--- src/logic/rsi_seq_map.svh ---
/*
 * Timing counts, strap widths and reset values for the reset
 * initialization sequencer. Definitions only; included by bare name.
 */
`ifndef RSI_SEQ_MAP_SVH
`define RSI_SEQ_MAP_SVH

// clock of the block
`define RSI_MCLK_NS 50
// least assertion of an external hard or soft request, in sync clock periods
`define RSI_DETECT_TICKS 32
// least time the block holds both lines asserted, in sync clock periods
`define RSI_HOLD_TICKS 512
// least gap from hard release to soft release, in sync clock periods
`define RSI_GAP_TICKS 16
// least wait after hard release before the straps are driven again
`define RSI_RESUME_TICKS 1
// latest turn-off of the strap drivers after hard assertion
`define RSI_STRAP_OFF_NS 4
// width of the reset-source strap
`define RSI_SRC_W 3
// reset value of the latched straps
`define RSI_SRC_RST 3'h0
`define RSI_DIV_RST 1'b0

`endif

--- src/logic/rsi_seq_pkg.sv ---
/*
 * Types of the reset initialization sequencer.
 * Assumes rsi_seq_map.svh holds the numeric constants.
 */
`include "rsi_seq_map.svh"

package rsi_seq_pkg;

    typedef enum logic [2:0] {
        RsiPorHold,
        RsiHold,
        RsiGap,
        RsiSoftOnly,
        RsiRun
    } rsi_state_e;

    typedef struct packed {
        logic [`RSI_SRC_W-1:0] resetSource;
        logic clkDivide;
    } rsi_strap_s;

    typedef struct packed {
        rsi_state_e state;
        logic [9:0] tickCnt;
        logic [3:0] divCnt;
        logic tick;
        logic porPrev;
        logic [5:0] hardReqCnt;
        logic [5:0] softReqCnt;
        logic [1:0] resumeCnt;
        logic hardDrv;
        logic softDrv;
        logic strapDrv;
        rsi_strap_s strap;
    } rsi_state_s;

endpackage

--- src/logic/rsi_seq.sv ---
/*
 * Reset initialization sequencer: power-on reset, open-drain hard and
 * soft reset lines, strap latching and strap driver control.
 * Assumes all pin inputs are synchronous to mclk; the open-drain wires are
 * resolved outside from the output enables.
 */
// What this block does
// - Hold hard and soft asserted 512 sync periods; soft releases 16 later.
// - Stop driving strap pins within 4 ns of hard reset assertion.
// - Drive strap pins again only 1 sync period after hard release.
// - In host mode derive the sync period from the latched divide strap.
// - Hard and soft lines are open-drain, only ever pulled low.
`timescale 1ns/1ps
`include "rsi_seq_map.svh"

module rsi_seq
    import rsi_seq_pkg::*;
#(
    parameter logic [3:0] DIV_LOW_RATIO = 4'h1,
    parameter logic [3:0] DIV_HIGH_RATIO = 4'h2
) (
    input wire logic mclk,
    input wire logic reset_n,
    input wire logic agentMode,
    input wire logic syncTickIn,
    input wire logic powerOnResetIn_n,
    input wire logic hardResetLineIn_n,
    output logic hardResetLineOut_n,
    output logic hardResetLineOe,
    input wire logic softResetLineIn_n,
    output logic softResetLineOut_n,
    output logic softResetLineOe,
    input wire rsi_strap_s strapIn,
    output rsi_strap_s strapOut,
    output logic strapOe,
    output logic syncTick,
    output logic seqBusy
);

    localparam logic [9:0] HOLD_LAST = 10'(`RSI_HOLD_TICKS - 1);
    localparam logic [9:0] GAP_LAST = 10'(`RSI_GAP_TICKS - 1);
    localparam logic [5:0] DETECT_CNT = 6'(`RSI_DETECT_TICKS);
    localparam logic [1:0] RESUME_CNT = 2'(`RSI_RESUME_TICKS + 1);

    rsi_state_s s_q;
    rsi_state_s s_d;
    logic [3:0] ratio;

    always_comb begin
        s_d = s_q;
        ratio = s_q.strap.clkDivide ? DIV_HIGH_RATIO : DIV_LOW_RATIO;
        // sync clock enable: own divider in host mode, outside pulse in agent mode
        if (agentMode) begin
            s_d.tick = syncTickIn;
            s_d.divCnt = 4'h0;
        end else if (s_q.divCnt >= ratio - 4'h1) begin
            s_d.tick = 1'b1;
            s_d.divCnt = 4'h0;
        end else begin
            s_d.tick = 1'b0;
            s_d.divCnt = s_q.divCnt + 4'h1;
        end
        s_d.porPrev = powerOnResetIn_n;
        // outside requests are qualified by their length in sync periods
        if (hardResetLineIn_n || s_q.hardDrv) begin
            s_d.hardReqCnt = 6'h00;
        end else if (s_q.tick && s_q.hardReqCnt < DETECT_CNT) begin
            s_d.hardReqCnt = s_q.hardReqCnt + 6'h01;
        end
        if (softResetLineIn_n || s_q.softDrv) begin
            s_d.softReqCnt = 6'h00;
        end else if (s_q.tick && s_q.softReqCnt < DETECT_CNT) begin
            s_d.softReqCnt = s_q.softReqCnt + 6'h01;
        end
        if (s_q.tick) begin
            s_d.tickCnt = s_q.tickCnt + 10'h001;
        end
        case (s_q.state)
            RsiPorHold: begin
                s_d.tickCnt = 10'h000;
                if (powerOnResetIn_n && !s_q.porPrev) begin
                    s_d.strap = strapIn;
                    s_d.state = RsiHold;
                end
            end
            RsiHold: begin
                if (s_q.tick && s_q.tickCnt == HOLD_LAST) begin
                    s_d.tickCnt = 10'h000;
                    s_d.state = RsiGap;
                end
            end
            RsiGap: begin
                if (s_q.tick && s_q.tickCnt == GAP_LAST) begin
                    s_d.state = RsiRun;
                end
            end
            RsiSoftOnly: begin
                if (s_q.tick && s_q.tickCnt == HOLD_LAST) begin
                    s_d.state = RsiRun;
                end
            end
            RsiRun: begin
                s_d.tickCnt = 10'h000;
                if (s_q.hardReqCnt == DETECT_CNT) begin
                    s_d.state = RsiHold;
                end else if (s_q.softReqCnt == DETECT_CNT) begin
                    s_d.state = RsiSoftOnly;
                end
            end
            default: begin
                s_d.state = RsiPorHold;
            end
        endcase
        if (!powerOnResetIn_n) begin
            s_d.state = RsiPorHold;
        end
        s_d.hardDrv = (s_d.state == RsiPorHold) || (s_d.state == RsiHold);
        s_d.softDrv = s_d.hardDrv || (s_d.state == RsiGap) || (s_d.state == RsiSoftOnly);
        // straps may be driven only after a full sync period of hard release
        if (!hardResetLineIn_n || s_d.hardDrv) begin
            s_d.resumeCnt = 2'h0;
        end else if (s_q.tick && s_q.resumeCnt < RESUME_CNT) begin
            s_d.resumeCnt = s_q.resumeCnt + 2'h1;
        end
        s_d.strapDrv = (s_d.resumeCnt == RESUME_CNT) && (s_d.state == RsiRun);
        if (!reset_n) begin
            s_d = '0;
            s_d.state = RsiPorHold;
            s_d.hardDrv = 1'b1;
            s_d.softDrv = 1'b1;
            s_d.strap.resetSource = `RSI_SRC_RST;
            s_d.strap.clkDivide = `RSI_DIV_RST;
        end
    end

    always_ff @(posedge mclk) begin
        s_q <= s_d;
    end

    // open-drain: the data level is always low, only the enable moves
    assign hardResetLineOut_n = 1'b0;
    assign softResetLineOut_n = 1'b0;
    assign hardResetLineOe = s_q.hardDrv;
    assign softResetLineOe = s_q.softDrv;
    assign strapOut = s_q.strap;
    // a flop cannot let go within a few ns, so the live line level gates it
    assign strapOe = s_q.strapDrv && hardResetLineIn_n;
    assign syncTick = s_q.tick;
    assign seqBusy = s_q.state != RsiRun;

    // checking helpers: sync periods counted while each condition holds
    logic [9:0] hardHeld;
    logic [4:0] gapHeld;
    logic [1:0] relHeld;
    always_ff @(posedge mclk) begin
        if (!reset_n || !hardResetLineOe) begin
            hardHeld <= 10'h000;
        end else if (syncTick && hardHeld != 10'h3ff) begin
            hardHeld <= hardHeld + 10'h001;
        end
        if (!reset_n || hardResetLineOe || !softResetLineOe) begin
            gapHeld <= 5'h00;
        end else if (syncTick && gapHeld != 5'h1f) begin
            gapHeld <= gapHeld + 5'h01;
        end
        if (!reset_n || !hardResetLineIn_n) begin
            relHeld <= 2'h0;
        end else if (syncTick && relHeld != 2'h3) begin
            relHeld <= relHeld + 2'h1;
        end
    end

    property p_hardHold;
        @(posedge mclk) disable iff (!reset_n)
        $fell(hardResetLineOe) && powerOnResetIn_n |-> $past(hardHeld) >= 10'(`RSI_HOLD_TICKS - 1);
    endproperty
    a_hardHold: assert property (p_hardHold) else $error("hard line released too early");

    property p_softGap;
        @(posedge mclk) disable iff (!reset_n)
        $fell(softResetLineOe) && powerOnResetIn_n
            |-> $past(gapHeld) >= 5'(`RSI_GAP_TICKS - 1);
    endproperty
    a_softGap: assert property (p_softGap) else $error("soft line released too soon after hard");

    property p_strapOff;
        @(posedge mclk) disable iff (!reset_n)
        !hardResetLineIn_n |-> !strapOe;
    endproperty
    a_strapOff: assert property (p_strapOff) else $error("straps driven during hard reset");

    property p_strapResume;
        @(posedge mclk) disable iff (!reset_n)
        strapOe |-> relHeld >= 2'(`RSI_RESUME_TICKS);
    endproperty
    a_strapResume: assert property (p_strapResume) else $error("straps driven too soon after release");

    property p_divHigh;
        @(posedge mclk) disable iff (!reset_n)
        !agentMode && strapOut.clkDivide && syncTick ##1 !agentMode |-> !syncTick;
    endproperty
    a_divHigh: assert property (p_divHigh) else $error("sync period wrong for divide strap");

    property p_divLow;
        @(posedge mclk) disable iff (!reset_n)
        !agentMode && !strapOut.clkDivide && $past(!agentMode) && $past(!strapOut.clkDivide) && $past(reset_n)
            |-> syncTick;
    endproperty
    a_divLow: assert property (p_divLow) else $error("sync tick missing in undivided host mode");

    property p_openDrain;
        @(posedge mclk) disable iff (!reset_n)
        hardResetLineOe |-> !hardResetLineOut_n && !hardResetLineIn_n;
    endproperty
    a_openDrain: assert property (p_openDrain) else $error("reset line not pulled low while driven");

    property p_softOpenDrain;
        @(posedge mclk) disable iff (!reset_n)
        softResetLineOe |-> !softResetLineOut_n && !softResetLineIn_n;
    endproperty
    a_softOpenDrain: assert property (p_softOpenDrain) else $error("soft line not pulled low while driven");

    property p_strapLatch;
        @(posedge mclk) disable iff (!reset_n)
        $rose(powerOnResetIn_n) ##1 powerOnResetIn_n |-> strapOut == $past(strapIn, 1) ##1 $stable(strapOut);
    endproperty
    a_strapLatch: assert property (p_strapLatch) else $error("straps not latched at power-on release");

endmodule // rsi_seq

--- config.mk ---
export PLATFORM = sky130hd
export DESIGN_NAME = rsi_seq
export DESIGN_NICKNAME = d
export VERILOG_FILES = /design/src/logic/rsi_seq_pkg.sv /design/src/logic/rsi_seq.sv
export VERILOG_INCLUDE_DIRS = /design/src /design/src/logic
export SDC_FILE = /design/constraint.sdc
export NUM_CORES = 1
export LEC_CHECK = 0
export ABC_CLOCK_PERIOD_IN_PS = 1900
export BUFFER_PORTS_ARGS = -buffer_cell sky130_fd_sc_hd__buf_2
export CORE_ASPECT_RATIO = 0.7
export CORE_UTILIZATION = 41
export DETAILED_ROUTE_END_ITERATION = 10
export PLACE_DENSITY = 0.61
export SKIP_CTS_REPAIR_TIMING = 1
export SLEW_MARGIN = 20
export SYNTH_ARGS = -nofsm -noshare
export SYNTH_HDL_FRONTEND = slang
export SYNTH_SLANG_ARGS = --single-unit
--- constraint.sdc ---
create_clock -name mclk -period 1.9 [get_ports mclk]
set_input_delay 0.095 -clock mclk [delete_from_list [all_inputs] [get_ports mclk]]
set_output_delay 0.095 -clock mclk [all_outputs]
set_load 0.02 [all_outputs]
==> impl_metrics.toml <==
[power]
p_total_mw = 1.625
power.density_nw_per_um2 = 774.4
vdd_drop_max_mv = 0.5763
power_leakage_nw = 0.7716

[detailed_routing]
avgViaCountPerCell = 4.808
vias = 1351
routedWlPerCell_um = 11.54
drt_iter0_markers = 49
routed_wl_um = 3243
drc = 0
dr.pass1.iters = 4
ant_nets = 0

[global_routing]
gr-total-overflow = 0
groute.usage.overall_pct = 16.13
grt_pass1_vias = 1246
grt_max_degree = 14
grt_pass1_wl_um = 5664
antenna_found_initial = 0

[placement]
dp_hpwl_um = 2481
preCtsSetupSlack_ns = 0.2511
gp_congestion = 0.7841
io_buffer_count = 19

[layout]
drive_above_1_share_pct = 17.26
final_cell_mix = "dfxtp_1, nor2_1, buf_2"
fin_util_pct = 48.19
nets = 243
diodes = 0
final_common_cell = "dfxtp_1"
syn_to_final_growth_pct = 12.63

[yosys]
yosysUniqueCellTypes = 41
netlist_area_sq_um = 1863
async_flop_share_pct = 0
synth_area_leaders = "dfxtp_1, nor2_1, xnor2_1"
synth_ff_type = "dfxtp_1"
synth-seq-cells = 40
seq_area_frac_synth_pct = 42.98
synth_area_per_cell_sq_um = 9.088
ys_warn_count = 0
synth_edf_count = 0
yosysTopAreaCellShare_pct = 42.98
synth_top_area_cell = "dfxtp_1"
postSynthCellCount = 205

[die]
start_util_pct = 42.79
core_sq_um = 4354
row_count = 20
chipWidth_um = 82.57
die_h_um = 58.40
dieArea_sq_um = 4822
num_io_pins = 22

[run]
maxCapViolations = 0

[sta]
fin_crit_sh_pct = 86.20
max_freq_ghz = 0.6106
fin_hold_ws_ns = 0.04065
rsz0062_at_grt = "no"
maxSlewViolCount = 0
clock_skew_ns = 0.009362
finalCriticalPeriod_ns = 1.638
fin_setup_tns_ns = 0
fin_ws_ns = 0.2622
hold_violations = 0
finalSetupViolCount = 0

[cts]
cts_buffers = 5
clkTransAtPathRegs_ns = 0.08
clock_latency_ns = 0.29
clockBufferDepth = 2
clock_sinks = 40
h-tree-depth = 2
clock-root-buffer = "clkbuf_8"
cts_tree = "done"

[worst_setup_path]
crit_path_start_kind = "register"
rr_startpoint = "s_q[30]"
cpLargestDelayFamily = "simple AND/OR/NAND/NOR gates"
r2r-end = "s_q[8]"
worstPathRequired_ns = 2.10
reg2reg_slack_ns = 0.26
critical_path.max_stage_delay_ns = 0.43
worstPathArrival_ns = 1.84
crit_type = "register to register"
timing.critical_path.buf_inv = 0
crit_chain = "nand4_2, nor4_2, xnor2_1, nand3_2, a311oi_1"
r2r_cells = 5
startpoint = "s_q[30]"
critPathCaptureType = "register"
critPathSlowestCell = "dfxtp_1"
path_max_fanout = 6
endpoint = "s_q[8]"
cp.depth = 5

[worst_hold_path]
hp-class = "input port to register"
hold_depth = 3

[outcome]
outcome = "complete, no violations"
-- where the power goes --
| part | internal, mW | leakage (nW) | switching, mW |
|---|---|---|---|
| combinational | 0.0347 | 0.393 | 0.0531 |
| sequential | 0.848 | 0.324 | 0.00727 |
| clock | 0.388 | 0.0541 | 0.293 |
| total | 1.27 | 0.772 | 0.354 |
-- per-layer routing --
layer	vias to the layer above	global-route usage, %	wire, um	part of all wire [%]
met1	610	23.12	1783	55
li1	715	-	-	-
met5	-	0	0	0
met2	24	21.84	1295	40
met3	2	7.287	158	4.9
met4	0	3.941	6	0.19
-- worst reg2reg max path: cells and delay by family, from the launching register on --
family          cells  cell delay, ns
compound gates      1            0.27
flops               1            0.43
xor+xnor            1            0.20
simple gates        3            0.65
-- registers in the layout, indices dropped and copies added (netlist names) --
register,count
s_q,33
strapOut,4
hardResetLineOe,1
softResetLineOe,1
syncTick,1
-- cell families after synthesis --
| group | Yosys count | share of synthesized area (%) |
|---|---|---|
| multiplexers | 6 | 3.291 |
| XOR/XNOR | 20 | 9.402 |
| flip-flops | 40 | 42.98 |
| AND/OR/NAND/NOR | 88 | 25.52 |
| other | 1 | 0.2013 |
| AO/OA/AOI/OAI | 19 | 7.724 |
| buffers and inverters | 24 | 6.179 |
| adder cells (fa/ha/maj) | 7 | 4.701 |
-- worst min path at each step --
stage               startpoint              end  slack [ns]
floorplan              reset_n  softResetLineOe        0.17
global placement    strapIn[2]      strapOut[2]        0.33
detailed placement  strapIn[2]      strapOut[2]        0.34
CTS                 strapIn[2]      strapOut[2]        0.03
global route        strapIn[2]      strapOut[2]        0.05
finish              strapIn[0]      strapOut[0]        0.04
-- Yosys cell counts (2+ instances only) --
library cell   n
a21oi_1        7
a311oi_1       2
a31o_1         2
a31oi_1        3
and2b_1        3
and4_1         2
buf_2          2
buf_4          6
clkbuf_1       2
dfxtp_1       40
ha_1           7
inv_1         14
mux2i_1        5
nand2_1       10
nand2b_1       3
nand3_1        6
nand4_1        6
nor2_1        37
nor2b_1        2
nor3_1         6
or3_1          2
xnor2_1       12
xor2_1         8
-- final cells by class --
| class | instances | area [sq um] |
|---|---|---|
| fillers | 443 | 2256 |
| well taps | 55 | 68.82 |
| clock buffers | 5 | 68.82 |
| inverters | 14 | 52.55 |
| multi-input cells | 143 | 954.7 |
| repair buffers | 21 | 110.1 |
| flip-flops and latches | 40 | 800.8 |
| clock inverters | 3 | 42.54 |
-- through the flow --
step	cell area, sq um	cells
floorplan	1871	207
global placement	1987	273
detailed placement	1987	273
CTS	2098	281
global route	2098	281
finish	2098	281
(Power assumes the default switching activity.)
